[config.mk]
export PLATFORM = sky130hd
export DESIGN_NAME = interrupt_vector_priority_map
export DESIGN_NICKNAME = d
export VERILOG_FILES = /design/src/core/vector_table_mem.v /design/src/core/interrupt_vector_priority_map.v
export VERILOG_INCLUDE_DIRS = /design/src /design/src/core
export SDC_FILE = /design/constraint.sdc
export NUM_CORES = 1
export LEC_CHECK = 0
export ABC_AREA = 1
export BUFFER_PORTS_ARGS = -buffer_cell sky130_fd_sc_hd__buf_2
export CAP_MARGIN = 10
export CORE_MARGIN = 2
export CORE_UTILIZATION = 45
export DETAILED_ROUTE_END_ITERATION = 8
export HOLD_SLACK_MARGIN = 0.02
export PLACE_DENSITY = 0.74
export SLEW_MARGIN = 25
export SYNTH_ARGS = -nofsm -noshare
export SYNTH_HDL_FRONTEND = slang
export SYNTH_HIERARCHICAL = 1
export SYNTH_SLANG_ARGS = --single-unit
[constraint.sdc]
create_clock -name clk -period 63.9 [get_ports clk]
set_input_delay 12.78 -clock clk [delete_from_list [all_inputs] [get_ports clk]]
set_output_delay 12.78 -clock clk [all_outputs]
set_load 0.02 [all_outputs]
[src/core/irq_map_defs.vh]
// constants for the interrupt request map and vector fetch logic
// assumes a single 20 MHz machine clock and synchronous active-low reset
`ifndef IRQ_MAP_DEFS_VH
`define IRQ_MAP_DEFS_VH

`define REQ_COUNT        24
`define REQ_NUM_W        5
`define LEVEL_W          2
`define LEVEL_BUS_W      48
`define LEVEL_LOWEST     2'h3

`define VEC_BASE_ADDR    16'hFFCC
`define VEC_TOP_ADDR     16'hFFFB
`define VEC_UPPER_REQ0   6'h2E
`define VEC_TABLE_BYTES  48
`define VEC_INDEX_W      6

`define PERIPH_ADDR_W    12
`define DIS_A_LO         12'hFE0
`define DIS_A_HI         12'hFE1
`define DIS_B_LO         12'hFE6
`define DIS_B_HI         12'hFE7
`define DIS_C            12'hFED
`define DIS_D_LO         12'hFF0
`define DIS_D_HI         12'hFFF
`define UNDEF_READ_VALUE 8'h00

`define ST_IDLE          2'h0
`define ST_READ_UPPER    2'h1
`define ST_READ_LOWER    2'h2
`define ST_DELIVER       2'h3

`endif

[src/core/vector_table_mem.v]
// byte memory holding the 48-byte interrupt vector table
// assumes the caller keeps indices below the table size
`timescale 1ns/1ps
`include "irq_map_defs.vh"

module vector_table_mem (
  input  wire                      clk,
  input  wire                      wr_en,
  input  wire [`VEC_INDEX_W-1:0]   wr_index,
  input  wire [7:0]                wr_data,
  input  wire                      rd_en,
  input  wire [`VEC_INDEX_W-1:0]   rd_index,
  output reg  [7:0]                rd_data
);

  reg [7:0] mem [0:`VEC_TABLE_BYTES-1];

  // contents are not reset; the loader fills the table before use
  always @(posedge clk) begin
    if (wr_en) begin
      mem[wr_index] <= wr_data;
    end
    if (rd_en) begin
      rd_data <= mem[rd_index];
    end
  end

endmodule

[src/core/interrupt_vector_priority_map.v]
// interrupt request map: merges peripheral sources onto 24 requests,
// arbitrates by level and number, fetches the two-byte handler vector
// assumes level fields and sources are synchronous to clk
`timescale 1ns/1ps
`include "irq_map_defs.vh"

// Summary of operation
// RULE_01 - There are 24 requests and request n has its vector upper byte at FFFA minus 2n and lower byte one above.
// RULE_02 - Every request has its own two-bit level field, request n using field n of the level bus.
// RULE_03 - Among pending requests of the same level the lowest request number is served first.
// RULE_04 - External channels 0/4, 1/5, 2/6, 3/7 share requests 0 to 3 and channels 8 and 9 share request 21.
// RULE_05 - Request 4 is the OR of the clocked serial channel 0 and the dead-time trip input interrupts.
// RULE_06 - Request 16 merges reload timer 1, the write-timing and compare-clear events and the I2C interrupt.
// RULE_07 - Request 17 merges the programmable pulse generator with the position-detection and compare-match events.
// RULE_08 - A read of an unimplemented peripheral address returns a value and raises no error.
// RULE_09 - Software must never write to an unimplemented peripheral address such as 0FE0 to 0FE1.
// RULE_10 - The handler address takes the upper vector byte as its high half and the lower byte as its low half.
module interrupt_vector_priority_map (
  input  wire                       clk,
  input  wire                       rstn,
  input  wire [9:0]                 ext_int,
  input  wire                       clocked_serial_channel_irq,
  input  wire                       dead_time_trip_input_irq,
  input  wire                       comp_timer0_lo_irq,
  input  wire                       comp_timer0_hi_irq,
  input  wire                       lin_rx_irq,
  input  wire                       lin_tx_irq,
  input  wire                       pulse_gen1_lo_irq,
  input  wire                       pulse_gen1_hi_irq,
  input  wire                       pulse_gen2_hi_irq,
  input  wire                       pulse_gen0_hi_irq,
  input  wire                       pulse_gen0_lo_irq,
  input  wire                       comp_timer1_hi_irq,
  input  wire                       pulse_gen2_lo_irq,
  input  wire                       reload_timer1_irq,
  input  wire                       write_timing_irq,
  input  wire                       compare_clear_irq,
  input  wire                       i2c_irq,
  input  wire                       programmable_pulse_generator_irq,
  input  wire                       position_detect_irq,
  input  wire                       compare_match_irq,
  input  wire                       adc_irq,
  input  wire                       time_base_irq,
  input  wire                       watch_prescaler_irq,
  input  wire                       comp_timer1_lo_irq,
  input  wire                       flash_irq,
  input  wire [`LEVEL_BUS_W-1:0]    level_fields,
  input  wire                       irq_ack,
  input  wire                       vec_wr_en,
  input  wire [15:0]                vec_wr_addr,
  input  wire [7:0]                 vec_wr_data,
  input  wire                       periph_rd,
  input  wire                       periph_wr,
  input  wire [`PERIPH_ADDR_W-1:0]  periph_addr,
  output reg                        irq_req,
  output reg  [`REQ_NUM_W-1:0]      irq_num,
  output reg  [`LEVEL_W-1:0]        irq_level,
  output reg                        fetch_busy,
  output reg                        vector_valid,
  output reg  [`REQ_NUM_W-1:0]      vector_num,
  output reg  [15:0]                handler_addr,
  output reg  [7:0]                 periph_rd_data,
  output reg                        disabled_rd,
  output reg                        disabled_wr
);

  wire [`REQ_COUNT-1:0]   req;
  reg  [1:0]              state;
  reg  [1:0]              next_state;
  reg  [`REQ_NUM_W-1:0]   sel_num;
  reg  [7:0]              upper_byte;
  reg                     best_found;
  reg  [`REQ_NUM_W-1:0]   best_num;
  reg  [`LEVEL_W-1:0]     best_lvl;
  reg                     mem_rd_en;
  reg  [`VEC_INDEX_W-1:0] mem_rd_index;
  wire [7:0]              mem_rd_data;
  wire                    vec_in_range;
  wire [15:0]             vec_offset;
  integer                 n;

  // table index of a request's vector byte: upper at 46-2n, lower above
  function [`VEC_INDEX_W-1:0] vec_index;
    input [`REQ_NUM_W-1:0] num;
    input                  lower;
    begin
      vec_index = `VEC_UPPER_REQ0 - {num, 1'b0} + {5'h00, lower}; // RULE_01
    end
  endfunction

  // unimplemented peripheral addresses in this stretch of the map
  function is_disabled;
    input [`PERIPH_ADDR_W-1:0] a;
    begin
      is_disabled = (a >= `DIS_A_LO && a <= `DIS_A_HI) ||
                    (a >= `DIS_B_LO && a <= `DIS_B_HI) ||
                    (a == `DIS_C) ||
                    (a >= `DIS_D_LO && a <= `DIS_D_HI);
    end
  endfunction

  // source merging onto request lines
  assign req[0]  = ext_int[0] | ext_int[4]; // RULE_04
  assign req[1]  = ext_int[1] | ext_int[5]; // RULE_04
  assign req[2]  = ext_int[2] | ext_int[6]; // RULE_04
  assign req[3]  = ext_int[3] | ext_int[7]; // RULE_04
  assign req[4]  = clocked_serial_channel_irq |
                   dead_time_trip_input_irq; // RULE_05
  assign req[5]  = comp_timer0_lo_irq;
  assign req[6]  = comp_timer0_hi_irq;
  assign req[7]  = lin_rx_irq;
  assign req[8]  = lin_tx_irq;
  assign req[9]  = pulse_gen1_lo_irq;
  assign req[10] = pulse_gen1_hi_irq;
  assign req[11] = pulse_gen2_hi_irq;
  assign req[12] = pulse_gen0_hi_irq;
  assign req[13] = pulse_gen0_lo_irq;
  assign req[14] = comp_timer1_hi_irq;
  assign req[15] = pulse_gen2_lo_irq;
  assign req[16] = reload_timer1_irq | write_timing_irq |
                   compare_clear_irq | i2c_irq; // RULE_06
  assign req[17] = programmable_pulse_generator_irq |
                   position_detect_irq | compare_match_irq; // RULE_07
  assign req[18] = adc_irq;
  assign req[19] = time_base_irq;
  assign req[20] = watch_prescaler_irq;
  assign req[21] = ext_int[8] | ext_int[9]; // RULE_04
  assign req[22] = comp_timer1_lo_irq;
  assign req[23] = flash_irq;

  // lower level value is more urgent; scanning downward with <= lets
  // the lower number win a tie
  always @* begin
    best_found = 1'b0;
    best_num   = {`REQ_NUM_W{1'b0}};
    best_lvl   = `LEVEL_LOWEST;
    for (n = `REQ_COUNT - 1; n >= 0; n = n - 1) begin
      if (req[n] &&
          (!best_found ||
           level_fields[2*n +: 2] <= best_lvl)) begin // RULE_02 RULE_03
        best_found = 1'b1;
        best_num   = n[`REQ_NUM_W-1:0];
        best_lvl   = level_fields[2*n +: 2]; // RULE_02
      end
    end
  end

  always @* begin
    next_state   = state;
    mem_rd_en    = 1'b0;
    mem_rd_index = vec_index(sel_num, 1'b0);
    case (state)
      `ST_IDLE: begin
        if (irq_ack && irq_req) begin
          next_state = `ST_READ_UPPER;
        end
      end
      `ST_READ_UPPER: begin
        mem_rd_en    = 1'b1;
        mem_rd_index = vec_index(sel_num, 1'b0); // RULE_01
        next_state   = `ST_READ_LOWER;
      end
      `ST_READ_LOWER: begin
        mem_rd_en    = 1'b1;
        mem_rd_index = vec_index(sel_num, 1'b1); // RULE_01
        next_state   = `ST_DELIVER;
      end
      `ST_DELIVER: begin
        next_state = `ST_IDLE;
      end
      default: begin
        next_state = `ST_IDLE;
      end
    endcase
  end

  assign vec_offset   = vec_wr_addr - `VEC_BASE_ADDR;
  assign vec_in_range = (vec_wr_addr >= `VEC_BASE_ADDR) &&
                        (vec_wr_addr <= `VEC_TOP_ADDR);

  vector_table_mem u_table (
    .clk      (clk),
    .wr_en    (vec_wr_en && vec_in_range),
    .wr_index (vec_offset[`VEC_INDEX_W-1:0]),
    .wr_data  (vec_wr_data),
    .rd_en    (mem_rd_en),
    .rd_index (mem_rd_index),
    .rd_data  (mem_rd_data)
  );

  always @(posedge clk) begin
    if (!rstn) begin
      state        <= `ST_IDLE;
      sel_num      <= {`REQ_NUM_W{1'b0}};
      upper_byte   <= 8'h00;
      irq_req      <= 1'b0;
      irq_num      <= {`REQ_NUM_W{1'b0}};
      irq_level    <= {`LEVEL_W{1'b0}};
      fetch_busy   <= 1'b0;
      vector_valid <= 1'b0;
      vector_num   <= {`REQ_NUM_W{1'b0}};
      handler_addr <= 16'h0000;
    end else begin
      state        <= next_state;
      vector_valid <= 1'b0;
      fetch_busy   <= (next_state != `ST_IDLE);
      // request is withheld while a vector is being fetched
      irq_req      <= best_found && (next_state == `ST_IDLE);
      irq_num      <= best_num;
      irq_level    <= best_lvl;
      if (state == `ST_IDLE && irq_ack && irq_req) begin
        sel_num <= irq_num;
      end
      if (state == `ST_READ_LOWER) begin
        upper_byte <= mem_rd_data;
      end
      if (state == `ST_DELIVER) begin
        handler_addr <= {upper_byte, mem_rd_data}; // RULE_10
        vector_num   <= sel_num;
        vector_valid <= 1'b1;
      end
    end
  end

  // the functional registers of this range live in other units; only
  // the disabled holes answer here
  always @(posedge clk) begin
    if (!rstn) begin
      periph_rd_data <= 8'h00;
      disabled_rd    <= 1'b0;
      disabled_wr    <= 1'b0;
    end else begin
      disabled_rd <= periph_rd && is_disabled(periph_addr); // RULE_08
      disabled_wr <= periph_wr && is_disabled(periph_addr); // RULE_09
      if (periph_rd && is_disabled(periph_addr)) begin
        periph_rd_data <= `UNDEF_READ_VALUE; // RULE_08
      end
    end
  end

endmodule

Word-level counts from Yosys, hierarchy flattened --
Memories as Yosys holds them, arrays and structs flattened. A register that Yosys moved wholly into a read port is not among the register bits. Cells that the tools add are included.
Cells by class: $add $sub $neg 3, $mul 0, div/mod/pow operators 0, order comparisons 31, equal/unequal tests 4, shift operators 0, muxes and demuxes 78, bitwise logic cells 12, reductions and logical operators 92
Operators with widths (number):
- 2-bit two-way mux | 27
- 2-bit <= comparator | 23
- 5-bit two-way mux | 8
- 12-bit greater-or-equal comparator (second input constant) | 3
- 12-bit <= comparator (second input constant) | 3
- 1-bit logical AND | 34
- 4-bit two-way mux | 8
- 1-bit two-way mux | 29
- 1-bit logical OR | 26
- 1-bit logical NOT | 23
- 17-bit OR reduction | 1
- 16-bit greater-or-equal comparator (second input constant) | 1
- 16-bit <= comparator (second input constant) | 1
- 12-bit equality test (second input constant) | 1
- 3-bit two-way mux | 4
- 1-bit bitwise OR | 11
- 9-bit OR reduction | 1
- 2-bit case mux with 4 select lines | 1
- 6-bit by 1-bit adder with 6-bit output (second input constant) | 1
- 6-bit two-way mux | 1
- 6-bit by 4-bit subtractor with 6-bit output (second input constant) | 1
- 6-bit subtractor (first input constant) | 1
- 5-bit OR reduction | 1
- 2-bit equality test (second input constant) | 2
- 6 further kinds | 8
Storage, ports and cells: bits in registers 48, bits in latches 0, memory bits (writable) 384, ROM bits 0, input port bits 125, output and inout bits 41, logic and storage cells 237, memories kept 1
Memories:
- u_table.mem | depth 48, bits a word 8, read ports 1, clocked after memory_dff 1, wr ports 1, RTL line vector_table_mem.v:16 | reg [7:0] mem [0:`VEC_TABLE_BYTES-1];

Logic depth before layout (Yosys ltp) --
depth in word-level cells 94, depth in mapped cells 201

Hierarchy --
The synthesis kept the hierarchy.
Modules (own cells, without submodules):
- vector_table_mem | instances 1, cells each 1331, area an instance 15932.8 sq um, seq. area each 11771.3 sq um
- interrupt_vector_priority_map | instances 1, cells each 670, area an instance 4354.2 sq um, seq. area each 960.9 sq um

Worst setup path before layout --
No wires, ideal clock.
kind input to register, from in flash_irq, to reg irq_num[2], library setup time 91 ps, data arrival time 33355 ps, required time 63809 ps, setup slack 30454 ps, cell stages on the path 179, buffers on the path 0, path through inv_1 nor2_1 inv_1 ha_1 a21oi_1 nand2_1 nand2_1 nand2_1 and2_1 ha_1 nand2_1 inv_1 nor2_1 nand2_1 nand2_1 inv_1 nand2_1 nand2_1 (+143 left out) o21ai_1 or2_1 nand2_1 ha_1 inv_1 nor2_1 o211ai_1 o21ai_2 clkinv_1 nand2_1 and2_1 ha_1 inv_1 nor2_1 o21ai_0 o22ai_2 nand2_1 a311oi_1
On the way: longest elaborated chain between the ends 93, elaborated cells between the ends (all ways) 159, those cells by class order compare (23); mux (66); reduce/logical (70)
RTL lines:
- from (decl) | RTL line interrupt_vector_priority_map.v:46 | input wire flash_irq,
- 2-bit two-way mux or 1-bit two-way mux (tied branches) | RTL line interrupt_vector_priority_map.v:138 | if (req[n] &&
- 2-bit <= comparator or 1-bit logical NOT (tied branches) | RTL line interrupt_vector_priority_map.v:140, interrupt_vector_priority_map.v:139
- 1-bit logical OR | RTL line interrupt_vector_priority_map.v:139 | (!best_found ||
- 1-bit logical AND | RTL line interrupt_vector_priority_map.v:138
- 2-bit two-way mux or 1-bit two-way mux (tied branches) | RTL line interrupt_vector_priority_map.v:138
- 2-bit <= comparator or 1-bit logical NOT (tied branches) | RTL line interrupt_vector_priority_map.v:140, interrupt_vector_priority_map.v:139
- 1-bit logical OR | RTL line interrupt_vector_priority_map.v:139
- 1-bit logical AND | RTL line interrupt_vector_priority_map.v:138
- (+77 left out)
- 2-bit <= comparator or 1-bit logical NOT (tied branches) | RTL line interrupt_vector_priority_map.v:140, interrupt_vector_priority_map.v:139
- 1-bit logical OR | RTL line interrupt_vector_priority_map.v:139
- 1-bit logical AND | RTL line interrupt_vector_priority_map.v:138
- 2-bit two-way mux or 1-bit two-way mux (tied branches) | RTL line interrupt_vector_priority_map.v:138
- 2-bit <= comparator or 1-bit logical NOT (tied branches) | RTL line interrupt_vector_priority_map.v:140, interrupt_vector_priority_map.v:139
- 1-bit logical OR | RTL line interrupt_vector_priority_map.v:139
- 1-bit logical AND | RTL line interrupt_vector_priority_map.v:138
- 5-bit OR reduction (no line)
- to (signal assigned) | RTL line interrupt_vector_priority_map.v:197 | irq_num <= {`REQ_NUM_W{1'b0}};
- to (signal assigned) | RTL line interrupt_vector_priority_map.v:209 | irq_num <= best_num;
- to (decl) | RTL line interrupt_vector_priority_map.v:56 | output reg [`REQ_NUM_W-1:0] irq_num,
Parallel ways exist; a longest one is shown, timed or not. A chain may end at the register's enable or synchronous reset.

Worst setup path in the final report --
Ends and elaborated chain as after synthesis.

==> results.txt <==
----------------------------------------------------
[STA]
  Number of failing hold endpoints at the final stage ... 0
  Clock Skew ... roughly 0.014 ns
  RSZ-0062 raised after global routing ... no
  Final setup violating endpoints ... 0
  Slew of the pin with the lowest slew margin ... around 1.0 ns
  Post-route worst setup slack ... about 28 ns
  Part of the cycle the worst path needs ... 0.556
  Total negative slack ... 0 ns
  Highest Clock Rate ... between 20 and 30 MHz
  Total count of max-transition violations in the final report ... 0
  Max_slew headroom ... 0.301
  Final worst path period need ... approximately 36 ns

[Run status]
  Status ... completed

[Setup path]
  Delay of the slowest cell on the worst path ... roughly 0.32 ns
  Capturing element type of the critical path ... flop
  Library cell contributing the largest single delay on the critical path ... or2_2
  Worst reg-to-reg path cell count ... 12
  Startpoint of the lowest-slack register-to-register path ... state[0]$_SDFF_PN0_
  Type of the worst setup path ... input port to flop
  Top fanout value on the critical path ... 7
  Top cell by count, worst path ... nand2_1
  Crit-path leading delay family ... simple AND/OR/NAND/NOR gates
  Type of origin of the critical path ... input port
  Required time at the endpoint of the critical path ... 64.34 ns
  Number of buffer and inverter stages on the critical path ... 29
  Signal arrival time at the worst endpoint ... about 36 ns
  Reg-to-reg endpoint ... u_table/rd_data[6]$_DFFE_PP_
  Reg2reg setup slack ... about 60 ns

[Die]
  Initial core utilization ... 0.458
  Area inside the core boundary ... 44,300 sq um
  Total die area ... roughly 47,000 sq um
  Placement Rows ... just under 80
  Die X ... 216 microns
  I/O pin count ... approximately 170
  Overall die height ... around 220 microns

[CTS]
  Clock-pin slew on the worst setup and hold paths ... about 0.060 ns
  Clock tree from TritonCTS ... built
  Count of H-tree levels built during CTS ... 2
  Latest clock arrival within the worst-skew pair ... around 0.56 ns
  TritonCTS sink count ... 440
  Clock Tree Buf Depth ... 3
  Post-CTS setup buffer count ... 0
  Root Buffer Master ... clkbuf_16
  Number of clock buffers inserted by TritonCTS ... 43
  # hold bufs at CTS ... 0
  Post-cts sizing count ... 0

[Synth]
  Number of enable-type register cells in the synthesized netlist ... 392
  Area share of the largest cell type after synthesis ... 0.580
  Fraction of synthesis flops using an asynchronous set or reset pin ... 0
  Mux cell area share after synthesis ... 0
  XOR/XNOR Fraction of Synth Area ... 0.000863
  Sequential element share of the synthesized area ... 0.628
  Number of library cell types mapped by synthesis ... 52
  Dominant combinational cell family by area after synthesis ... simple AND/OR/NAND/NOR gates
  Average cell area after synthesis ... around 10 sq um
  Netlist area before placement ... approximately 20,000 sq um
  Synthesized-area fraction occupied by and/or/nand/nor cells ... 0.228
  Commonest register cell after synthesis ... edfxtp_1
  Yosys warnings ... 6
  Number of storage elements in the synthesis netlist ... 440
  Instance count of the mapped netlist ... 2,001
  Post-synthesis cell type with the largest combined area ... edfxtp_1
  Adder and majority cell fraction of the synthesized area ... 0.0321
  Share of the synthesized area in compound gates (AO/OA/AOI/OAI) ... 0.0590
  Leading post-synthesis cells by cell area ... edfxtp_1 58%, nand2_1 8.8%, nand3_1 7.1%

[Global routing]
  Vias in the first global route ... roughly 14,000
  Met1 layer usage reported by global route ... 0.279
  Initial antenna violation count ... 0
  Pin count of the biggest net entering global routing ... 98
  Met3 layer usage reported by global route ... 0.0310
  Busiest grt layer ... met2
  Total overflow reported by the global router ... 0
  All-layer global routing usage ... 0.204
  Met2 track demand over resource in global routing ... 0.334
  Wire length of the first global-routing pass ... 76.0 mm

[Route]
  Via-per-instance ratio ... ~5.5
  Routed WL per cell ... around 18 microns
  Total number of vias ... roughly 15,000
  Number of detailed-routing iterations run before antenna repair ... 5
  Post-route DRC violation count ... 0
  Antenna-violating nets left ... 0
  Number of DRC markers in iteration 0 ... around 1,800
  Total wirelength of the detailed-routed design ... 48.6 mm

[Placement]
  Final HPWL from detailed placement ... around 30 mm
  Number of I/O port buffers ... around 160
  Total instance count after detailed placement ... ~2,700
  Post-Place Setup Slack ... roughly 28 ns
  Gpl congestion ... 0.932

[Min path]
  HP Start ... upper_byte[6]$_SDFFE_PN0P_
  End point of the most critical hold path ... handler_addr[14]$_SDFFE_PN0P_
  HP Class ... flop to flop
  Cells on Worst Hold Path ... 2

[Final layout]
  Fraction of layout cells with a size suffix above 1 ... 0.126
  Inserted Diodes ... 0
  Filler-free cell count of the finished design ... 2,749
  Number of filler cells placed in the layout ... between 3,000 and 4,000
  Synth-to-layout area growth ... 12.6%
  NumNets Final ... between 2,000 and 2,500

[Power and ir drop]
  Power density over cell area ... between 40 and 50 nW/um^2
  Portion of total power attributed to combinational logic ... 0.483
  Static power due to leakage ... roughly 9 nW
  Switching part of the total power ... 0.407
  Clock power share ... 0.221
  Net switching component of the power ... 0.456 mW
  Flop pwr share ... 0.296
  Int Power ... 0.665 mW
  Peak supply drop ... ~74 uV

[Run]
  Number of max-cap violations ... 0

----------------------------------------------------
## per-stage QoR
| stage | total power [mW] | util | instance area [sq um] | hold WS [ns] |
|---|---|---|---|---|
| after global routing | 1.21 | 0.515 | 22800 | 0.523 |
| after detailed placement | 0.871 | 0.483 | 21400 | 0.475 |
| final | 1.12 | 0.515 | 22800 | 0.483 |
| after global placement | 0.843 | 0.483 | 21400 | 0.466 |
| after floorplan | 0.756 | - | 20300 | 0.448 |
| after CTS | 1.12 | 0.514 | 22800 | 0.492 |
## how the worst max path moves through the flow
stage	start	endpoint	slack, ns	depth (start not counted)
2_1_floorplan	flash_irq	irq_num[2]$_SDFF_PP0_	30.45	179
3_3_place_gp	flash_irq	irq_num[2]$_SDFF_PP0_	29.29	180
3_5_place_dp	flash_irq	irq_num[2]$_SDFF_PP0_	28.01	180
4_1_cts	flash_irq	irq_num[2]$_SDFF_PP0_	28.50	180
5_1_grt	flash_irq	irq_num[2]$_SDFF_PP0_	25.89	180
6_report	flash_irq	irq_num[2]$_SDFF_PP0_	28.37	180
## cells by family (layout without fill, tap and decap cells)
family,Yosys count,after routing
buffers and inverters,239,388
XOR/XNOR,2,2
other,1,8
flip-flops,440,440
AO/OA/AOI/OAI,205,205
adder cells (fa/ha/maj),52,52
AND/OR/NAND/NOR,1062,1062
## cells in the final DEF, fill, tap and decap left out, types with 8 or more instances in the layout
cell type  count
nand2_1      473
edfxtp_1     392
nand3_1      288
nor2_1       219
buf_2        157
inv_1        131
o21ai_0      105
ha_1          51
dfxtp_1       48
clkbuf_16     44
a21oi_1       40
o211ai_1      36
and2_1        22
clkbuf_1      14
nor3_1        11
clkinv_1      10
conb_1         8
## state kept, by name, indices dropped and copies added (netlist names)
register and flops:
disabled_wr 1, u_table/rd_data 8, fetch_busy 1, irq_level 2, sel_num 5, state 2
vector_valid 1, vector_num 5, handler_addr 16, irq_req 1, u_table/mem 384, upper_byte 8
irq_num 5, disabled_rd 1
## final cells by class
class / instances / area, sq um / share of cell area
well taps: 592 / 741 / 0.0324
clock buffers: 58 / 1150 / 0.0505
repair buffers: 166 / 893 / 0.0391
inverters: 142 / 537 / 0.0235
clock inverters: 22 / 225 / 0.00986
multi-input cells: 1329 / 6560 / 0.287
flip-flops and latches: 440 / 12700 / 0.557
## power groups by stage
stage / sequential (mW) / clock (mW) / combinational (mW)
after floorplan: 0.340 / 0 / 0.416
after global routing: 0.333 / 0.263 / 0.617
after CTS: 0.332 / 0.252 / 0.538
after detailed placement: 0.338 / 0 / 0.533
final: 0.332 / 0.248 / 0.541
after global placement: 0.338 / 0 / 0.505
## tightest hold or removal path: stages (launching register included)
cell,delay [ns]
dfxtp_1,0.32
nor2_1,0.05
nor2_1,0.08
## per-layer routing
metal / wire (microns) / share of wire
met4: 1170 / 0.024
met3: 3810 / 0.079
met2: 22800 / 0.47
met5: 0 / 0
met1: 20800 / 0.43
## synthesized netlist by cell type (3+ instances only)
cell      count
nand2_2       5
and2_1       22
a21oi_1      40
or2_2         5
o211ai_1     36
buf_1        10
nand3_1     288
dfxtp_1      48
or2_1         6
nand2_4       3
ha_1         52
o21ai_1       7
nand4_1       5
nor4_1        3
nor2_2        3
buf_4        10
inv_2         5
nand2_1     473
buf_6         8
buf_2        40
o21ai_0     105
nand3_2       6
inv_1       134
clkbuf_1     28
nor2_4        5
nor3_1       11
clkinv_1      3
edfxtp_1    392
nor2_1      219
(Power assumes the default switching activity.)
